File: src/core/cam_pwr_defs.svh
// constants for the camera power sequencing model: offsets, values, counts
// assumes a 100 MHz core_clk standing in for the reference clock
`ifndef CAM_PWR_DEFS_SVH
`define CAM_PWR_DEFS_SVH
`define CLK_PERIOD_NS 10
`define REF_MIN_MHZ 16'h0006
`define REF_MAX_MHZ 16'h001B
`define REG_MODE_CTRL 16'h0100
`define REG_SOFT_RESET 16'h0103
`define REG_REF_FREQ 16'h0136
`define MODE_STREAM 8'h01
`define MODE_STANDBY 8'h00
`define SOFT_RESET_GO 8'h01
`define REF_FREQ_RESET 16'h0000
`define WAKE_CYCLES 2400
`define QUIET_CYCLES 512
`define PLL_LOCK_MS 1
`define PLL_LOCK_CYC ((`PLL_LOCK_MS * 1000000) / `CLK_PERIOD_NS)
`define FIRST_FRAME_FIXED 64
`define FRAME_CYCLES 1024
// host command register offsets
`define HOST_CTRL 4'h0
`define HOST_STATUS 4'h1
`define HOST_ADDR 4'h2
`define HOST_WDATA 4'h3
`define HOST_RDATA 4'h4
`define HOST_INTEG 4'h5
`endif

File: src/core/cam_pwr_pkg.sv
// types for the two ends of the camera power sequencing link: device modes, host states
// assumes nothing beyond the defs header
package cam_pwr_pkg;
    typedef enum logic [1:0] {HW_STANDBY, SW_STANDBY, STREAMING,
        STOPPING} dev_mode_t;
    typedef enum logic [2:0] {H_OFF, H_RAIL_A, H_RAIL_B, H_WAKE, H_READY,
        H_BUS, H_QUIET, H_DOWN} host_state_t;
endpackage

File: src/core/cam_pwr_if.sv
// link between host sequencer and camera device: rails, power_down_n,
// reference clock gate, and a simple control-bus transaction port
// assumes the testbench drives core_clk and rst_b to both ends
`timescale 1ns/1ps
interface cam_pwr_if;
    logic digital_supply;
    logic analog_supply;
    logic power_down_n;
    logic ref_clk_en;
    logic bus_req;
    logic bus_we;
    logic [15:0] bus_addr;
    logic [15:0] bus_wdata;
    logic [15:0] bus_rdata;
    logic bus_ack;
    logic frame_end;
    modport host (output digital_supply, analog_supply, power_down_n,
        ref_clk_en, bus_req, bus_we, bus_addr, bus_wdata,
        input bus_rdata, bus_ack, frame_end);
    modport dev (input digital_supply, analog_supply, power_down_n,
        ref_clk_en, bus_req, bus_we, bus_addr, bus_wdata,
        output bus_rdata, bus_ack, frame_end);
endinterface

File: src/core/cam_dev.sv
// camera device end: power-on reset, pll lock, mode control, first frame
// assumes link pins come from another module on core_clk (no synchroniser)
`timescale 1ns/1ps
`include "cam_pwr_defs.svh"
module cam_dev #(
    parameter int PLL_LOCK_CYC = `PLL_LOCK_CYC,
    parameter int FRAME_CYC = `FRAME_CYCLES
) (
    input wire logic core_clk,
    input wire logic rst_b,
    cam_pwr_if.dev link,
    input wire logic [15:0] integ_time,
    output logic pll_locked,
    output logic streaming,
    output logic data_out_en,
    output logic frame_start,
    output logic [1:0] mode
);
    cam_pwr_pkg::dev_mode_t mode_ff;
    logic por_n;
    logic soft_rst;
    logic [7:0] mode_reg_ff;
    logic [15:0] ref_freq_ff;
    logic [31:0] pll_cnt_ff;
    logic pll_lock_ff;
    logic [31:0] frm_cnt_ff;
    logic first_ff;
    logic fs_ff;
    logic fe_ff;
    logic [15:0] rdata_ff;
    logic ack_ff;
    logic freq_ok;
    logic wr;

    // rails and power-down together form the internal reset
    assign por_n = link.digital_supply & link.analog_supply
        & link.power_down_n;
    assign wr = link.bus_req & link.bus_we & por_n;
    assign soft_rst = wr && link.bus_addr == `REG_SOFT_RESET
        && link.bus_wdata[7:0] == `SOFT_RESET_GO;
    assign freq_ok = ref_freq_ff >= `REF_MIN_MHZ
        && ref_freq_ff <= `REF_MAX_MHZ;

    always_ff @(posedge core_clk or negedge rst_b)
    begin
        if (!rst_b)
        begin
            mode_reg_ff <= `MODE_STANDBY;
            ref_freq_ff <= `REF_FREQ_RESET;
        end
        else if (!por_n || soft_rst)
        begin
            mode_reg_ff <= `MODE_STANDBY;
            ref_freq_ff <= `REF_FREQ_RESET;
        end
        else if (wr && link.bus_addr == `REG_MODE_CTRL)
            mode_reg_ff <= link.bus_wdata[7:0];
        else if (wr && link.bus_addr == `REG_REF_FREQ)
            ref_freq_ff <= link.bus_wdata;
    end

    // pll lock counted only while reference clock runs in range
    always_ff @(posedge core_clk or negedge rst_b)
    begin
        if (!rst_b)
        begin
            pll_cnt_ff <= 32'h00000000;
            pll_lock_ff <= 1'b0;
        end
        else if (!por_n || soft_rst || !link.ref_clk_en || !freq_ok)
        begin
            pll_cnt_ff <= 32'h00000000;
            pll_lock_ff <= 1'b0;
        end
        else if (pll_cnt_ff >= 32'(PLL_LOCK_CYC - 1))
            pll_lock_ff <= 1'b1;
        else
            pll_cnt_ff <= pll_cnt_ff + 32'h00000001;
    end

    // frame timer: first frame waits fixed part plus integration time
    always_ff @(posedge core_clk or negedge rst_b)
    begin
        if (!rst_b)
        begin
            mode_ff <= cam_pwr_pkg::HW_STANDBY;
            frm_cnt_ff <= 32'h00000000;
            first_ff <= 1'b0;
            fs_ff <= 1'b0;
            fe_ff <= 1'b0;
        end
        else if (!por_n)
        begin
            mode_ff <= cam_pwr_pkg::HW_STANDBY;
            frm_cnt_ff <= 32'h00000000;
            fs_ff <= 1'b0;
            fe_ff <= 1'b0;
        end
        else
        begin
            fs_ff <= 1'b0;
            fe_ff <= 1'b0;
            case (mode_ff)
                cam_pwr_pkg::HW_STANDBY:
                    mode_ff <= cam_pwr_pkg::SW_STANDBY;
                cam_pwr_pkg::SW_STANDBY:
                begin
                    frm_cnt_ff <= 32'h00000000;
                    if (mode_reg_ff == `MODE_STREAM && pll_lock_ff
                        && !soft_rst)
                    begin
                        mode_ff <= cam_pwr_pkg::STREAMING;
                        first_ff <= 1'b1;
                    end
                end
                cam_pwr_pkg::STREAMING, cam_pwr_pkg::STOPPING:
                begin
                    if (first_ff)
                    begin
                        if (frm_cnt_ff >= 32'(`FIRST_FRAME_FIXED)
                            + 32'(integ_time))
                        begin
                            first_ff <= 1'b0;
                            frm_cnt_ff <= 32'h00000000;
                            fs_ff <= 1'b1;
                        end
                        else
                            frm_cnt_ff <= frm_cnt_ff + 32'h00000001;
                    end
                    else if (frm_cnt_ff >= 32'(FRAME_CYC - 1))
                    begin
                        frm_cnt_ff <= 32'h00000000;
                        fe_ff <= 1'b1;
                        // standby only at frame boundary, except when streaming stops before the first frame starts
                        if (mode_ff == cam_pwr_pkg::STOPPING)
                            mode_ff <= cam_pwr_pkg::SW_STANDBY;
                        else
                            fs_ff <= 1'b1;
                    end
                    else
                        frm_cnt_ff <= frm_cnt_ff + 32'h00000001;
                    if (mode_ff == cam_pwr_pkg::STREAMING
                        && (mode_reg_ff != `MODE_STREAM || soft_rst))
                    begin
                        if (first_ff)
                            mode_ff <= cam_pwr_pkg::SW_STANDBY;
                        else
                            mode_ff <= cam_pwr_pkg::STOPPING;
                    end
                end
                default:
                    mode_ff <= cam_pwr_pkg::HW_STANDBY;
            endcase
        end
    end

    // bus answers one cycle after the request; none in hardware standby
    always_ff @(posedge core_clk or negedge rst_b)
    begin
        if (!rst_b)
        begin
            ack_ff <= 1'b0;
            rdata_ff <= 16'h0000;
        end
        else
        begin
            ack_ff <= link.bus_req & por_n;
            if (link.bus_req && !link.bus_we)
            begin
                case (link.bus_addr)
                    `REG_MODE_CTRL: rdata_ff <= {8'h00, mode_reg_ff};
                    `REG_REF_FREQ: rdata_ff <= ref_freq_ff;
                    default: rdata_ff <= 16'h0000;
                endcase
            end
        end
    end

    assign link.bus_ack = ack_ff;
    assign link.bus_rdata = rdata_ff;
    assign link.frame_end = fe_ff;
    assign pll_locked = pll_lock_ff;
    assign streaming = mode_ff == cam_pwr_pkg::STREAMING;
    // outputs stay driven through the last frame while stopping
    assign data_out_en = (mode_ff == cam_pwr_pkg::STREAMING
        || mode_ff == cam_pwr_pkg::STOPPING) && !first_ff;
    assign frame_start = fs_ff;
    assign mode = mode_ff;
endmodule

File: src/flat_wrapper.sv
// flat-port wrapper written by rule: the top's interface ports become plain ports
module cam_dev_flat 
#(
    parameter int PLL_LOCK_CYC = `PLL_LOCK_CYC,
    parameter int FRAME_CYC = `FRAME_CYCLES
)
  (core_clk, rst_b, integ_time, pll_locked, streaming, data_out_en, frame_start, mode, link_digital_supply, link_analog_supply, link_power_down_n, link_ref_clk_en, link_bus_req, link_bus_we, link_bus_addr, link_bus_wdata, link_bus_rdata, link_bus_ack, link_frame_end);
  cam_pwr_if link_i ();
  input wire logic core_clk;
  input wire logic rst_b;
  input wire logic [15:0] integ_time;
  output logic pll_locked;
  output logic streaming;
  output logic data_out_en;
  output logic frame_start;
  output logic [1:0] mode;
  input wire logic [$bits(link_i.digital_supply)-1:0] link_digital_supply;
  input wire logic [$bits(link_i.analog_supply)-1:0] link_analog_supply;
  input wire logic [$bits(link_i.power_down_n)-1:0] link_power_down_n;
  input wire logic [$bits(link_i.ref_clk_en)-1:0] link_ref_clk_en;
  input wire logic [$bits(link_i.bus_req)-1:0] link_bus_req;
  input wire logic [$bits(link_i.bus_we)-1:0] link_bus_we;
  input wire logic [$bits(link_i.bus_addr)-1:0] link_bus_addr;
  input wire logic [$bits(link_i.bus_wdata)-1:0] link_bus_wdata;
  output wire logic [$bits(link_i.bus_rdata)-1:0] link_bus_rdata;
  output wire logic [$bits(link_i.bus_ack)-1:0] link_bus_ack;
  output wire logic [$bits(link_i.frame_end)-1:0] link_frame_end;
  assign link_i.digital_supply = link_digital_supply;
  assign link_i.analog_supply = link_analog_supply;
  assign link_i.power_down_n = link_power_down_n;
  assign link_i.ref_clk_en = link_ref_clk_en;
  assign link_i.bus_req = link_bus_req;
  assign link_i.bus_we = link_bus_we;
  assign link_i.bus_addr = link_bus_addr;
  assign link_i.bus_wdata = link_bus_wdata;
  assign link_bus_rdata = link_i.bus_rdata;
  assign link_bus_ack = link_i.bus_ack;
  assign link_frame_end = link_i.frame_end;
  cam_dev #(.PLL_LOCK_CYC(PLL_LOCK_CYC), .FRAME_CYC(FRAME_CYC)) u_core (.core_clk(core_clk), .rst_b(rst_b), .link(link_i), .integ_time(integ_time), .pll_locked(pll_locked), .streaming(streaming), .data_out_en(data_out_en), .frame_start(frame_start), .mode(mode));
endmodule
File: config.mk
export PLATFORM = sky130hd
export DESIGN_NAME = cam_dev_flat
export DESIGN_NICKNAME = d
export VERILOG_FILES = /design/src/core/cam_pwr_pkg.sv /design/src/core/cam_pwr_if.sv /design/src/core/cam_dev.sv /design/src/flat_wrapper.sv
export VERILOG_INCLUDE_DIRS = /design/src /design/src/core
export SDC_FILE = /design/constraint.sdc
export NUM_CORES = 1
export LEC_CHECK = 0
export BUFFER_PORTS_ARGS = -buffer_cell sky130_fd_sc_hd__buf_4
export CORE_UTILIZATION = 50
export DETAILED_ROUTE_END_ITERATION = 10
export GPL_TIMING_DRIVEN = 0
export PLACE_DENSITY = 0.71
export SLEW_MARGIN = 15
export SYNTH_ARGS = -nofsm -noshare
export SYNTH_HDL_FRONTEND = slang
export SYNTH_SLANG_ARGS = --single-unit
File: constraint.sdc
create_clock -name core_clk -period 2.55 [get_ports core_clk]
set_clock_uncertainty 0.1 [all_clocks]
set_input_delay 0.51 -clock core_clk [delete_from_list [all_inputs] [get_ports core_clk]]
set_output_delay 0.51 -clock core_clk [all_outputs]
set_load 0.01 [all_outputs]
==> insert_results.sql <==
INSERT INTO impl_metrics (metric_group, metric, value, unit) VALUES
('critical_path', 'endpoint_kind', 'register', ''),
('logic_synthesis', 'synthMostInstantiatedCell', 'sky130_fd_sc_hd__dfrtp_1', ''),
('run', 'maxCapViolCount', '0', ''),
('critical_path', 'critical_path.reg2reg.endpoint', 'u_core.frm_cnt_ff[8]$_DFFE_PN0P_', ''),
('status', 'failed_checks', 'negative setup slack', ''),
('critical_path', 'rr_worst_depth', '8', ''),
('grt', 'globalRoute.totalOverflow', '0', ''),
('power_and_ir_drop', 'p_sw_frac', '0.230', ''),
('power_and_ir_drop', 'p_int', '0.00241', 'W'),
('detailed_routing', 'drtAntennaViolNets', '0', ''),
('logic_synthesis', 'synth_top_area_frac', '0.496', ''),
('critical_path', 'crit_path_arrival_time', '2.79', 'ns'),
('grt', 'first_global_vias', '4222', ''),
('detailed_routing', 'drt_first_iter_violations', '275', ''),
('clock_tree', 'inserted_clock_buffers', '9', ''),
('grt', 'globalRouteTotalUtil', '0.228', ''),
('floorplan', 'die-width', '108', 'um'),
('floorplan', 'pin_count', '80', ''),
('detailed_routing', 'via_per_inst', '5.61', ''),
('logic_synthesis', 'synth_commonest_cells', 'sky130_fd_sc_hd__dfrtp_1 (111), sky130_fd_sc_hd__nand2_1 (59), sky130_fd_sc_hd__nor2_1 (55)', ''),
('logic_synthesis', 'asyncSetResetFlopFracSynth', '1.00', ''),
('logic_synthesis', 'yosys_most_used_dff', 'sky130_fd_sc_hd__dfrtp_1', ''),
('timing', 'rsz0062_at_grt', 'true', ''),
('logic_synthesis', 'syn_area_cell', '9.96', 'um2'),
('logic_synthesis', 'synth.area.top_cells', 'sky130_fd_sc_hd__dfrtp_1 (50%), sky130_fd_sc_hd__ha_1 (4.5%), sky130_fd_sc_hd__mux2i_1 (4.5%)', ''),
('timing', 'setup-violations-final', '14', ''),
('detailed_routing', 'vias', '4520', ''),
('logic_synthesis', 'synth_area_leader_cell', 'sky130_fd_sc_hd__dfrtp_1', ''),
('timing', 'hold_violations', '0', ''),
('status', 'outcome', 'complete, but fails checks', ''),
('power_and_ir_drop', 'netSwitchingPower', '0.000721', 'W'),
('placement', 'io_buffers', '79', ''),
('power_and_ir_drop', 'pwr_density_cell', '457', 'mW/mm2'),
('logic_synthesis', 'synth-seq-cells', '111', ''),
('detailed_routing', 'routed_wire_length_per_instance', '15.5', 'um'),
('power_and_ir_drop', 'sequentialPowerShare', '0.562', ''),
('clock_tree', 'clockBufferDepth', '2', ''),
('clock_tree', 'clkTransAtPathRegs', '0.11', 'ns'),
('detailed_routing', 'wl', '12500', 'um'),
('clock_tree', 'htree_levels', '3', ''),
('placement', 'detailedPlacementHpwl', '8890', 'um'),
('critical_path', 'reg2reg_from', 'u_core.frm_cnt_ff[0]$_DFFE_PN0P_', ''),
('critical_path', 'cp_max_fo', '5', ''),
('logic_synthesis', 'yosys.cell_types.count', '57', ''),
('layout', 'finish.cell_count_without_fillers', '806', ''),
('layout', 'finalInstanceArea', '0.00686', 'mm2'),
('power_and_ir_drop', 'share_comb_of_total_power', '0.063', ''),
('critical_path', 'setup.worst_path.class', 'input port to register', ''),
('clock_tree', 'cts_tree', 'done', ''),
('placement', 'postPlaceCellArea', '0.00642', 'mm2'),
('power_and_ir_drop', 'power.share.clock', '0.375', ''),
('timing', 'worst_slew_margin_rel', '0.343', ''),
('power_and_ir_drop', 'leakage', '3.10', 'nW'),
('detailed_routing', 'drt_pass1_iterations', '5', ''),
('critical_path', 'critical_path.startpoint_type', 'input port', ''),
('grt', 'grt_start_max_net_pins', '112', ''),
('timing', 'fmax', '383', 'MHz'),
('layout', 'area_delta_synth_final', '22.4', '%'),
('layout', 'layout-drive-gt1-share', '0.225', ''),
('placement', 'post-place-ws', '-0.642', 'ns'),
('power_and_ir_drop', 'irDropWorstVdd', '0.514', 'mV'),
('logic_synthesis', 'synth.yosys.seq_area_share', '0.496', ''),
('timing', 'setup_ws', '-0.0641', 'ns'),
('floorplan', 'die_area', '0.0116', 'mm2'),
('logic_synthesis', 'synth_enable_flop_cells', '0', ''),
('placement', 'routabilityCongestion', '0.823', ''),
('layout', 'nNetsFinal', '737', ''),
('logic_synthesis', 'syn-cell-area', '0.00561', 'mm2'),
('timing', 'min_period', '2.61', 'ns'),
('detailed_routing', 'drc', '0', ''),
('timing', 'final.period_utilization', '1.03', '');
registers in the layout, indices dropped and copies added (netlist names):
name and flops:
u_core.ref_freq_ff 16, u_core.frame_start 1, u_core.first_ff 1, u_core.link.frame_end 1, u_core.link.bus_ack 1, u_core.pll_cnt_ff 32, u_core.link.bus_rdata 16, u_core.mode 2
u_core.mode_reg_ff 8, u_core.pll_locked 1, u_core.frm_cnt_ff 32
timing repair:
| action | 4_1_cts | 5_1_grt |
|---|---|---|
| setup endpoints to repair | 21 | 21 |
| hold endpoints to repair | 0 | 0 |
| gates resized for setup | 26 | 10 |
| gates cloned | 2 | 0 |
| hold buffers | 0 | 0 |
| pin swaps | 25 | 9 |
| setup buffers | 4 | 2 |
worst max-delay path, cell delays in order:
cell	delay, ns
sky130_fd_sc_hd__buf_8	0.07
sky130_fd_sc_hd__and3_4	0.19
sky130_fd_sc_hd__and3_4	0.19
sky130_fd_sc_hd__nand3_2	0.06
sky130_fd_sc_hd__xor2_1	0.15
sky130_fd_sc_hd__ha_1	0.33
sky130_fd_sc_hd__nand4_1	0.16
sky130_fd_sc_hd__nor3_2	0.20
sky130_fd_sc_hd__a311oi_2	0.14
sky130_fd_sc_hd__nand3_2	0.21
sky130_fd_sc_hd__buf_8	0.15
sky130_fd_sc_hd__a21oi_2	0.05
sky130_fd_sc_hd__or3b_4	0.38
cell type report:
cell class / count / area, um2
tap: 140 / 175
timing repair buffer: 87 / 687
clock inverter: 7 / 101
clock buffer: 9 / 124
buffer: 19 / 120
sequential: 111 / 2780
inverter: 13 / 48.8
multi-input combinational: 420 / 2830
fill: 909 / 4030
cell families (layout without fill, tap and decap cells):
kind of cell    count (synthesis)  count (layout)  share of synthesized area
simple gates                  262             262                      0.245
flops                         111             111                      0.496
compound gates                 87              87                      0.103
buf+inv                        32             135                     0.0261
mux                            26              26                     0.0467
xor+xnor                       25              25                     0.0391
fa+ha+maj                      20              20                     0.0446
through the flow:
stage | total power (W) | hold WS [ns] | TNS (ns) | util
after CTS | 0.00317 | 0.193 | -0.177 | 0.626
after global placement | 0.00198 | 0.368 | -16.38 | 0.589
after floorplan | 0.00185 | 0.114 | -2.06 | -
final | 0.00313 | 0.116 | -0.448 | 0.630
after detailed placement | 0.00198 | 0.372 | -19.38 | 0.590
after global routing | 0.00326 | 0.218 | -1.87 | 0.630
worst max path at each step:
| stage | from | endpoint | slack [ns] | depth (start not counted) |
|---|---|---|---|---|
| 2_1_floorplan | integ_time[8] | u_core.frm_cnt_ff[9]$_DFFE_PN0P_ | -0.19 | 12 |
| 3_3_place_gp | integ_time[6] | u_core.frm_cnt_ff[8]$_DFFE_PN0P_ | -0.56 | 12 |
| 3_5_place_dp | integ_time[6] | u_core.frm_cnt_ff[8]$_DFFE_PN0P_ | -0.64 | 12 |
| 4_1_cts | integ_time[10] | u_core.frm_cnt_ff[9]$_DFFE_PN0P_ | -0.07 | 13 |
| 5_1_grt | integ_time[8] | u_core.frm_cnt_ff[9]$_DFFE_PN0P_ | -0.15 | 13 |
| 6_report | integ_time[8] | u_core.frm_cnt_ff[9]$_DFFE_PN0P_ | -0.06 | 13 |
layout by cell type, fill, tap and decap left out, drive strengths merged, types with 2 or more instances in the layout:
cell      netlist  routed
dfrtp         111     111
buf             6      93
nand2          60      60
nor2           57      57
and2           32      32
nand3          28      28
mux2i          25      25
o21ai          25      25
clkbuf         13      22
xor2           20      20
ha             20      20
nor4           17      17
a21oi          16      16
inv            13      16
a22oi          14      14
nand4          13      13
and3           12      12
nor3           11      11
a211oi          8       8
nand2b          6       6
xnor2           5       5
a21o            5       5
a211o           5       5
or4             5       5
nor2b           4       4
or3             4       4
nor4b           4       4
or2             3       3
nand4b          2       2
a221o           2       2
clkinvlp        0       2
bufinv          0       2
and4            2       2
a2111oi         2       2
power by group through the flow:
stage	logic, W	registers, W	clock network [W]
6_report	0.000199	0.00176	0.00117
5_1_grt	0.000222	0.00176	0.00128
4_1_cts	0.000199	0.00176	0.00121
3_5_place_dp	0.000189	0.00180	0
3_3_place_gp	0.000182	0.00180	0
2_1_floorplan	0.0000537	0.00180	0
layer usage:
metal,GRT usage,part of all wire,vias up
met4,0.0626,0.013,0
met2,0.355,0.47,98
met1,0.320,0.48,2200
met3,0.0508,0.042,14
met5,0,0,-
li1,-,-,2208
Power figures use the tool's default switching activity.
